==> src/ufc_defines.vh <==
`ifndef UFC_DEFINES_VH
`define UFC_DEFINES_VH
// Register byte offsets
`define UFC_OFF_CTL      5'h00
`define UFC_OFF_RXD      5'h04
`define UFC_OFF_TXD      5'h08
`define UFC_OFF_STA      5'h0c
`define UFC_OFF_BR       5'h10
`define UFC_OFF_IMASK    5'h14
`define UFC_OFF_DMACNT   5'h18
// Control field positions
`define UFC_CTL_RXON     31
`define UFC_CTL_TXON     30
`define UFC_CTL_DBG_HI   25
`define UFC_CTL_DBG_LO   24
`define UFC_CTL_TXFEN    23
`define UFC_CTL_RXFEN    22
`define UFC_CTL_TXCLK    21
`define UFC_CTL_LOOP     20
`define UFC_CTL_TX_INTERRUPT_ON     19
`define UFC_CTL_RX_INTERRUPT_ON     18
`define UFC_CTL_TX_DMA_REQUEST_ON     17
`define UFC_CTL_RX_DMA_REQUEST_ON     16
`define UFC_CTL_EN       15
`define UFC_CTL_RXCLK    14
`define UFC_CTL_SRTS     13
`define UFC_CTL_AFE      12
`define UFC_CTL_RTH_HI   11
`define UFC_CTL_RTH_LO   10
`define UFC_CTL_TTH_HI   9
`define UFC_CTL_TTH_LO   8
`define UFC_CTL_CTSC     7
`define UFC_CTL_PEN      6
`define UFC_CTL_STK      5
`define UFC_CTL_EPS      4
`define UFC_CTL_STOP     2
`define UFC_CTL_WID_HI   1
`define UFC_CTL_WID_LO   0
// Writable control bits mask (29:26 and 3 reserved)
`define UFC_CTL_MASK     32'hc3fffff7
// Status field positions
`define UFC_STA_PAER     23
`define UFC_STA_STER     22
`define UFC_STA_BUSY     21
`define UFC_STA_TXFL_LO  16
`define UFC_STA_RXFL_LO  11
`define UFC_STA_RXIRQ    1
`define UFC_STA_TXIRQ    0
// Reset values, FIFO depth and timing constants
`define UFC_RST_CTL      32'h00000000
`define UFC_RST_BR       16'h0000
`define UFC_FIFO_DEPTH   5'h10
`define UFC_RX_PERIOD_NS 166
`define UFC_CLK_NS       20
`define UFC_LINE_MIN_CYC (`UFC_RX_PERIOD_NS / `UFC_CLK_NS)
`endif

==> src/ufc_uart.v <==
// Overview of operation
// Frames carry 5 to 8 data bits LSB first plus one or two stops.
// Parity is even, odd or none, same setting for both directions.
// Separate sixteen byte FIFOs buffer transmit and receive characters.
// Line rates up to six megabits per second are supported.
// Auto flow bit 12 lets hardware drive RTS and honour CTS.
// Bit 23 enables transmit FIFO, bit 22 receive FIFO.
// Bits 21 and 14 pick bus or DMA clock for each FIFO; here both bits are stored only and both FIFOs run on pclk.
// Loopback bit 20 routes transmit output into receive input.
// Loopback with auto flow also routes RTS back onto CTS.
// Receive threshold 00 requests at one byte; enables bits 19..16.
// Without auto flow bit 13 drives RTS; zero asserts it.
// A receive DMA counter counts bytes delivered to memory.
// Block idles unless enabled; bits 31 and 30 gate each path.
// Transmit threshold bits 9:8 request at 1, 4, 8 or 12 free.
// CTS check bit 7 samples CTS before each character.
// Stop select bit 2 gives one or two transmitted stop bits.
// Width field 1:0 encodes five through eight data bits.
//
// Added by the designer: register access over APB.
`timescale 1ns/10ps
`default_nettype none
`include "ufc_defines.vh"
module ufc_uart (
  // APB slave
  input  wire        pclk,
  input  wire        presetn,
  input  wire        psel,
  input  wire        penable,
  input  wire        pwrite,
  input  wire [4:0]  paddr,
  input  wire [31:0] pwdata,
  output reg  [31:0] prdata,
  output reg         pready,
  output reg         pslverr,
  // Serial pins, active-low handshakes
  input  wire        rxd,
  input  wire        cts_n,
  output reg         txd,
  output reg         rts_n,
  // Requests
  output reg         irq,
  output reg         tx_drq,
  output reg         rx_drq
);
  // ==========================================================
  // Registers and pin synchronisers
  reg [31:0] ctl_q;
  reg [15:0] br_q;
  reg [1:0]  imask_q;
  reg [1:0]  pst_q;
  reg [15:0] dmacnt_q;
  reg [1:0]  rx_s_q;
  reg [1:0]  cts_s_q;
  reg [7:0]  txm [0:15];
  reg [7:0]  rxm [0:15];
  reg [4:0]  tcnt_q, rcnt_q;
  reg [3:0]  twp_q, trp_q, rwp_q, rrp_q;
  always @(posedge pclk or negedge presetn) begin
    if (!presetn) begin
      rx_s_q  <= 2'h3;
      cts_s_q <= 2'h3;
    end else begin
      rx_s_q  <= {rx_s_q[0], rxd};
      cts_s_q <= {cts_s_q[0], cts_n};
    end
  end
  wire en      = ctl_q[`UFC_CTL_EN];
  wire tx_on   = en & ctl_q[`UFC_CTL_TXON];
  wire rx_on   = en & ctl_q[`UFC_CTL_RXON];
  wire afe     = ctl_q[`UFC_CTL_AFE];
  wire loop    = ctl_q[`UFC_CTL_LOOP];
  wire [3:0] nbits = {2'h0, ctl_q[`UFC_CTL_WID_HI:`UFC_CTL_WID_LO]} + 4'h5;
  wire pen     = ctl_q[`UFC_CTL_PEN];
  // Parity bit: stick forces a constant, else even/odd over data    // R2
  function par_of(input [7:0] d, input [3:0] n, input stk, input eps);
    reg [7:0] m;
    begin
      m = d & ~(8'hff << n);
      if (stk)
        par_of = ~eps;
      else
        par_of = (^m) ^ ~eps;
    end
  endfunction
  // RTS: hardware asserts while receive FIFO holds fewer than fourteen bytes when auto flow
  // Withdrawing at fourteen leaves two bytes of room for a late sender
  wire rts_d = afe ? (rcnt_q >= 5'h0e) : ctl_q[`UFC_CTL_SRTS];
  wire rx_line = loop ? txd : rx_s_q[1];
  wire cts_line = (loop && afe) ? rts_n : cts_s_q[1];
  wire cts_gate = (afe | ctl_q[`UFC_CTL_CTSC]) ? ~cts_line : 1'b1;
  // ==========================================================
  // APB decode
  wire acc   = psel & penable;
  wire wr    = acc & pwrite;
  wire rd    = acc & ~pwrite;
  // Unaligned or out-of-range offsets answer with pslverr
  wire known = (paddr <= `UFC_OFF_DMACNT) && (paddr[1:0] == 2'h0);
  wire txf_en = ctl_q[`UFC_CTL_TXFEN];
  wire rxf_en = ctl_q[`UFC_CTL_RXFEN];
  // With a FIFO disabled the store acts as a single holding byte   R6
  wire [4:0] tlim = txf_en ? `UFC_FIFO_DEPTH : 5'h01;
  wire [4:0] rlim = rxf_en ? `UFC_FIFO_DEPTH : 5'h01;
  wire tx_push = wr && paddr == `UFC_OFF_TXD && tcnt_q < tlim;
  wire rx_pop  = rd && paddr == `UFC_OFF_RXD && rcnt_q != 5'h00;
  // ==========================================================
  // Baud tick: one tick per bit, divisor from baud register        R4
  // A divisor of N gives N+1 clocks per bit; zero runs at full clock
  reg [15:0] bdiv_q;
  wire tick = (bdiv_q == 16'h0000);
  always @(posedge pclk or negedge presetn) begin
    if (!presetn)
      bdiv_q <= 16'h0000;
    else if (tick || !en)
      bdiv_q <= br_q;
    else
      bdiv_q <= bdiv_q - 16'h0001;
  end
  // ==========================================================
  // Transmitter
  reg [1:0]  ts_q;
  reg [3:0]  tb_q;
  reg [7:0]  tsh_q;
  reg        tpar_q;
  localparam TS_IDLE = 2'h0, TS_DATA = 2'h1, TS_PAR = 2'h2, TS_STOP = 2'h3;
  // CTS is checked only between characters, never in mid-frame
  wire tx_pop = (ts_q == TS_IDLE) && tick && tx_on && tcnt_q != 5'h00 && cts_gate;
  always @(posedge pclk or negedge presetn) begin
    if (!presetn) begin
      ts_q   <= TS_IDLE;
      tb_q   <= 4'h0;
      tsh_q  <= 8'h00;
      tpar_q <= 1'b0;
      txd    <= 1'b1;
    end else if (!tx_on) begin
      ts_q <= TS_IDLE;
      txd  <= 1'b1;
    end else if (tick) begin
      case (ts_q)
        TS_IDLE: begin
          if (tx_pop) begin
            tsh_q  <= txm[trp_q];
            tpar_q <= par_of(txm[trp_q], nbits, ctl_q[`UFC_CTL_STK], ctl_q[`UFC_CTL_EPS]);
            tb_q   <= 4'h0;
            txd    <= 1'b0;
            ts_q   <= TS_DATA;
          end
        end
        TS_DATA: begin
          txd   <= tsh_q[0];
          tsh_q <= {1'b0, tsh_q[7:1]};
          tb_q  <= tb_q + 4'h1;
          if (tb_q == nbits - 4'h1)
            ts_q <= pen ? TS_PAR : TS_STOP;
          if (tb_q == nbits - 4'h1)
            tb_q <= 4'h0;
        end
        TS_PAR: begin
          txd  <= tpar_q;
          ts_q <= TS_STOP;
        end
        TS_STOP: begin
          txd  <= 1'b1;
          tb_q <= tb_q + 4'h1;
          if (tb_q == {3'h0, ctl_q[`UFC_CTL_STOP]})
            ts_q <= TS_IDLE;
        end
        default: ts_q <= TS_IDLE;
      endcase
    end
  end
  // ==========================================================
  // Receiver: samples mid-bit using a one-and-a-half-divisor start delay
  reg [1:0]  rs_q;
  reg [3:0]  rb_q;
  reg [7:0]  rsh_q;
  reg [15:0] rdiv_q;
  reg        rpar_q;
  reg        rpe_q, rse_q;
  localparam RS_IDLE = 2'h0, RS_DATA = 2'h1, RS_PAR = 2'h2, RS_STOP = 2'h3;
  // First sample lands one and a half bits after the start edge
  wire rtick = (rdiv_q == 16'h0000);
  wire rx_push = (rs_q == RS_STOP) && rtick && rcnt_q < rlim;
  always @(posedge pclk or negedge presetn) begin
    if (!presetn) begin
      rs_q   <= RS_IDLE;
      rb_q   <= 4'h0;
      rsh_q  <= 8'h00;
      rdiv_q <= 16'h0000;
      rpar_q <= 1'b0;
      rpe_q  <= 1'b0;
      rse_q  <= 1'b0;
    end else begin
      // Error strobes last one clock; the sticky status keeps them
      rpe_q <= 1'b0;
      rse_q <= 1'b0;
      if (!rx_on) begin
        rs_q <= RS_IDLE;
      end else if (rs_q == RS_IDLE) begin
        if (!rx_line) begin
          rdiv_q <= br_q + {1'b0, br_q[15:1]};
          rb_q   <= 4'h0;
          rsh_q  <= 8'h00;
          rs_q   <= RS_DATA;
        end
      end else if (!rtick) begin
        rdiv_q <= rdiv_q - 16'h0001;
      end else begin
        rdiv_q <= br_q;
        case (rs_q)
          RS_DATA: begin
            rsh_q <= rsh_q | ({7'h00, rx_line} << rb_q);
            rb_q  <= rb_q + 4'h1;
            if (rb_q == nbits - 4'h1)
              rs_q <= pen ? RS_PAR : RS_STOP;
          end
          RS_PAR: begin
            rpar_q <= rx_line;
            rpe_q  <= rx_line != par_of(rsh_q, nbits, ctl_q[`UFC_CTL_STK], ctl_q[`UFC_CTL_EPS]);
            rs_q   <= RS_STOP;
          end
          RS_STOP: begin
            rse_q <= ~rx_line;
            rs_q  <= RS_IDLE;
          end
          default: rs_q <= RS_IDLE;
        endcase
      end
    end
  end
  // ==========================================================
  // FIFOs, one clock domain; clock choice bits stored only        R3 R7
  // Storage has no reset; transmit reads wait on the count, but an RXD read returns rxm even when empty
  always @(posedge pclk) begin
    if (tx_push)
      txm[twp_q] <= pwdata[7:0];
    if (rx_push)
      rxm[rwp_q] <= rsh_q;
  end
  always @(posedge pclk or negedge presetn) begin
    if (!presetn) begin
      tcnt_q <= 5'h00;
      rcnt_q <= 5'h00;
      twp_q  <= 4'h0;
      trp_q  <= 4'h0;
      rwp_q  <= 4'h0;
      rrp_q  <= 4'h0;
    end else begin
      twp_q  <= twp_q + {3'h0, tx_push};
      trp_q  <= trp_q + {3'h0, tx_pop};
      tcnt_q <= tcnt_q + {4'h0, tx_push} - {4'h0, tx_pop};
      rwp_q  <= rwp_q + {3'h0, rx_push};
      rrp_q  <= rrp_q + {3'h0, rx_pop};
      rcnt_q <= rcnt_q + {4'h0, rx_push} - {4'h0, rx_pop};
    end
  end
  // ==========================================================
  // Thresholds
  wire [4:0] tfree = `UFC_FIFO_DEPTH - tcnt_q;
  reg  [4:0] tneed, rneed;
  always @* begin
    case (ctl_q[`UFC_CTL_TTH_HI:`UFC_CTL_TTH_LO])
      2'h0:    tneed = 5'h01;
      2'h1:    tneed = 5'h04;
      2'h2:    tneed = 5'h08;
      default: tneed = 5'h0c;
    endcase
    case (ctl_q[`UFC_CTL_RTH_HI:`UFC_CTL_RTH_LO])
      2'h0:    rneed = 5'h01;
      2'h1:    rneed = 5'h04;
      2'h2:    rneed = 5'h08;
      default: rneed = 5'h0c;
    endcase
  end
  // Levels, not pulses: they stay up while the condition holds
  wire tx_req = tx_on && tfree >= tneed;
  wire rx_req = rx_on && rcnt_q >= rneed;
  // ==========================================================
  // Register writes, sticky status (set beats clear)
  reg perr_q, serr_q;
  wire w_sta = wr && paddr == `UFC_OFF_STA;
  always @(posedge pclk or negedge presetn) begin
    if (!presetn) begin
      ctl_q    <= `UFC_RST_CTL;
      br_q     <= `UFC_RST_BR;
      imask_q  <= 2'h0;
      perr_q   <= 1'b0;
      serr_q   <= 1'b0;
      pst_q    <= 2'h0;
      dmacnt_q <= 16'h0000;
    end else begin
      if (wr && paddr == `UFC_OFF_CTL)
        ctl_q <= pwdata & `UFC_CTL_MASK;
      if (wr && paddr == `UFC_OFF_BR)
        br_q <= pwdata[15:0];
      if (wr && paddr == `UFC_OFF_IMASK)
        imask_q <= pwdata[1:0];
      perr_q <= rpe_q | (perr_q & ~(w_sta & pwdata[`UFC_STA_PAER]));
      serr_q <= rse_q | (serr_q & ~(w_sta & pwdata[`UFC_STA_STER]));
      pst_q[1] <= rx_req | (pst_q[1] & ~(w_sta & pwdata[`UFC_STA_RXIRQ]));
      pst_q[0] <= tx_req | (pst_q[0] & ~(w_sta & pwdata[`UFC_STA_TXIRQ]));
      // Counts pops while receive DMA is enabled; writing clears  R12
      if (rx_pop && ctl_q[`UFC_CTL_RX_DMA_REQUEST_ON])
        dmacnt_q <= dmacnt_q + 16'h0001;
      else if (wr && paddr == `UFC_OFF_DMACNT)
        dmacnt_q <= 16'h0000;
    end
  end
  // ==========================================================
  // Read mux and registered outputs
  // Busy until the queue is empty and the last stop bit has started
  wire busy = (tcnt_q != 5'h00) || (ts_q != TS_IDLE);
  // Read data is picked at setup, so a pop cannot shift it mid-access
  reg [31:0] rdat;
  always @* begin
    rdat = 32'h00000000;
    case (paddr)
      `UFC_OFF_CTL:    rdat = ctl_q;
      `UFC_OFF_RXD:    rdat = {24'h000000, rxm[rrp_q]};
      `UFC_OFF_STA:    rdat = {8'h00, perr_q, serr_q, busy, tfree, rcnt_q,
                               9'h000, pst_q};
      `UFC_OFF_BR:     rdat = {16'h0000, br_q};
      `UFC_OFF_IMASK:  rdat = {30'h00000000, imask_q};
      `UFC_OFF_DMACNT: rdat = {16'h0000, dmacnt_q};
      default:         rdat = 32'h00000000;
    endcase
  end
  // Zero-wait APB: pready is held high, read data registered at setup
  always @(posedge pclk or negedge presetn) begin
    if (!presetn) begin
      prdata  <= 32'h00000000;
      pready  <= 1'b0;
      pslverr <= 1'b0;
      rts_n   <= 1'b1;
      irq     <= 1'b0;
      tx_drq  <= 1'b0;
      rx_drq  <= 1'b0;
    end else begin
      pready  <= 1'b1;
      prdata  <= (psel && !penable && !pwrite) ? rdat : prdata;
      pslverr <= psel && !penable && !known;
      rts_n   <= en ? rts_d : 1'b1;
      irq     <= |(pst_q & imask_q & {ctl_q[`UFC_CTL_RX_INTERRUPT_ON], ctl_q[`UFC_CTL_TX_INTERRUPT_ON]});
      tx_drq  <= tx_req & ctl_q[`UFC_CTL_TX_DMA_REQUEST_ON];
      rx_drq  <= rx_req & ctl_q[`UFC_CTL_RX_DMA_REQUEST_ON];
    end
  end
endmodule
`default_nettype wire

==> config.mk <==
export PLATFORM = sky130hd
export DESIGN_NAME = ufc_uart
export DESIGN_NICKNAME = d
export VERILOG_FILES = /design/src/ufc_uart.v
export VERILOG_INCLUDE_DIRS = /design/src /design/src/src
export SDC_FILE = /design/constraint.sdc
export NUM_CORES = 1
export LEC_CHECK = 0
export CAP_MARGIN = 20
export CORE_AREA = 5 5 224 226
export CTS_BUF_LIST = sky130_fd_sc_hd__clkbuf_4 sky130_fd_sc_hd__clkbuf_8
export DETAILED_ROUTE_END_ITERATION = 10
export DIE_AREA = 0 0 229 231
export DONT_BUFFER_PORTS = 1
export GPL_ROUTABILITY_DRIVEN = 0
export GPL_TIMING_DRIVEN = 0
export SYNTH_ARGS = -nofsm -noshare
export SYNTH_HDL_FRONTEND = slang
export SYNTH_SLANG_ARGS = --single-unit
==> constraint.sdc <==
create_clock -name pclk -period 4.4 [get_ports pclk]
set_input_delay 0.88 -clock pclk [delete_from_list [all_inputs] [get_ports pclk]]
set_output_delay 0.88 -clock pclk [all_outputs]
set_load 0.01 [all_outputs]
==> out/results.txt <==
DRT iter0 DRCs: 946
Reg clk slew, reported paths: 60 ps
Max Cap Viol: 0
antenna violations before repair: 4
Post-synth EDFFs: 256
die height: 231 um
period utilisation layout: 0.898
Area growth syn-to-layout: 12.3%
number of H-tree levels: 3
final WL: 51.7 mm
reg2reg start: bdiv_q[7]
Setup Viol. Count Final: 0
Simple-Gate Fraction of Synth Area: 0.0938
cell taking the most area after synthesis: edfxtp_1
Yosys warning total: 0
Max Clock Freq: 253 MHz
Pwr Density: 420 nW/um^2
multiplexer area fraction after synthesis: 0.110
Wirelength per Cell: 21.9 um
HP Class: input port to asynchronous set/reset pin
DRC Markers: 0
Worst EP required: 4940 ps
crit-path cells: or4_1 -> nor4_1 -> and2b_1 -> nand4_2 -> or3_1 -> inv_1 -> ha_1 -> inv_1 -> ha_1 -> inv_1 -> fa_1 -> nor2_1 -> nor2_1 -> nor2_1 -> nor2_1 -> xnor2_1
crit path launch type: register
die area: 52900 um^2
Max Slew Vio Count: 0
dominant cells by area after synthesis: edfxtp_1 37%, dfrtp_1 23%, mux4_2 6.7%, ha_1 4.3%, nor2_1 2.4%
sequential area share after synthesis: 0.604
max incr delay on CP: 600 ps
Util after Layout: 0.484
ANT nets after route: 0
core area: 48100 um^2
number of synthesized register bits: 449
gr ovfl total: 0
First-pass DRT Iterations: 5
largest net degree at the start of global routing: 194
Reg2Reg Setup Slack: 450 ps
Main synth FF type: edfxtp_1
IO Count: 83
# rows: 81
nets: 1790
Clock Sinks: 449
share of cells above drive strength 1: 0.158
CP Depth: 16
main combinational cell family by area after synthesis: multiplexers
final hold slack: -45.8 ps
root buf cell: clkbuf_8
type of element capturing the critical path: register
top cells by count, synth: 256 x edfxtp_1, 187 x dfrtp_1, 132 x nor2_1, 129 x nand2_1, 75 x o21ai_1
routed vias: 13200
fill count: 4230
Slew headroom: 0.292
Tot Pwr: 9770 uW
failing checks: hold timing
Via density: 5.61
highest-delay cell along the critical path: or4_1
worst path bufs/invs: 3
CP delay by family, top: simple AND/OR/NAND/NOR gates
Syn Area/Cell: 13.1 um^2
Final Skew: 32.0 ps
setup bufs post-CTS: 0
PortBufs: 0
status: finished, violations left
Mapped Cells: 1584
CP Class: register to register
hpwl dp: 36.1 mm
most numerous cell in the Yosys netlist: edfxtp_1
vias in the first global route: 13500
Final Hold Violating Endpoints: 16
Synth Area in XOR/XNOR: 0.0308
Slew @ Worst Pin: 1050 ps
Starting Density: 0.431
minimum clock period: 3950 ps
Worst Reg2Reg Path Length in Cells: 16
setup slack at placement: -35.6 ps
global-route wire length before repair: 79.9 mm
most used cell, CP: nor2_1
Tot GR Track Use: 0.196
Leakage: 0.00908 uW
Post-synth ARST share: 0.430
adder-cell share of the synthesized area: 0.0463
clock network latency to the later pin of the worst-skew pair: 650 ps
Unique masters post-synth: 75
unrepaired setup endpoints after global routing: false
cts bufs inserted: 77
CTS tree: yes
IR drop worst, VDD: 0.324 mV
Critical Path Fanout Max: 6
Worst Path Arrival: 4490 ps
Final WS setup: 448 ps
Synth top area share: 0.371
Synth Area in Compound Gates: 0.0881
synthesized cell area: 20700 um^2
reg2reg end: tcnt_q[4]
Max Root-Sink Buffers: 3
die width: 229 um
==> sequential cells by signal (all words and copies together), names as in the netlist, 4 cells and up <==
register  flops
ctl_q        27
tb_q          4
trp_q         4
rcnt_q        5
br_q         16
dmacnt_q     16
txm         128
rxm         128
rsh_q         8
prdata       28
twp_q         4
bdiv_q       16
rb_q          4
tsh_q         8
rwp_q         4
tcnt_q        5
rrp_q         4
rdiv_q       16
==> final cells by class <==
cell class                      count  area [um^2]  area share
Sequential cell                   449        12500       0.538
Multi-Input combinational cell   1003         7710       0.331
Clock buffer                      128         1560      0.0671
Tap cell                          622          778      0.0334
Buffer                             71          319      0.0137
Inverter                           64          240      0.0103
Clock inverter                     12          100     0.00430
Timing Repair Buffer                5         43.8     0.00188
Antenna cell                        2         5.00    0.000215
==> per-layer routing <==
metal	vias to the layer above	global-route usage	wire length (um)
met2	369	0.307	23900
met1	6696	0.265	22900
met5	-	0	28
li1	6055	-	-
met3	97	0.0600	3630
met4	4	0.0598	1260
==> repair_timing <==
action | CTS | global route
endpoints found under the setup margin | 0 | 8
hold endpoints to repair | 187 | 187
resized for setup | 0 | 2
==> power by group <==
part           total [uW]  switching [uW]  internal [uW]  leakage, uW
Sequential           4710             159           4550      0.00486
Combinational        1070             626            440      0.00333
Clock                4000            1700           2300     0.000890
==> cell usage in the layout, fill, tap and decap left out, types with 16 or more instances in the layout <==
cell and count:
o21ai_1 75, a211oi_1 17, nand2_1 129, clkbuf_8 96, clkbuf_1 47, o21ai_0 29, nor3_1 22, inv_1 62
ha_1 72, mux2i_1 33, a21oi_1 73, mux2_2 23, nor2_1 132, mux2_1 16, clkbuf_4 33, xor2_1 29
edfxtp_1 256, nand3_1 40, dfrtp_1 187, mux4_2 62, xnor2_1 44
==> worst max-delay path by stage <==
stage,from,endpoint,slack (ps)
after floorplan,paddr[2],tcnt_q[4],640
after global placement,paddr[2],txm[0][4],-460
after detailed placement,paddr[2],txm[12][3],-40
after CTS,rdiv_q[10],rxm[3][1],220
after global routing,bdiv_q[7],tcnt_q[4],170
final,bdiv_q[7],tcnt_q[4],450
==> through the flow <==
step	TNS [ps]	cells	hold slack, ps	instance area (um^2)
after floorplan	0	1587	345	20700
after global placement	-12260	2209	346	21500
after detailed placement	-394	2212	349	21600
after CTS	0	2352	-112	23200
after global routing	0	2354	-96.2	23300
final	0	2356	-45.8	23300
==> cells by family after synthesis <==
logic type	Yosys count
AO/OA/AOI/OAI	291
flip-flops	449
XOR/XNOR	73
AND/OR/NAND/NOR	421
multiplexers	138
adder cells (fa/ha/maj)	75
buffers and inverters	135
other	2
No activity file was read; power rests on OpenSTA's default activity.
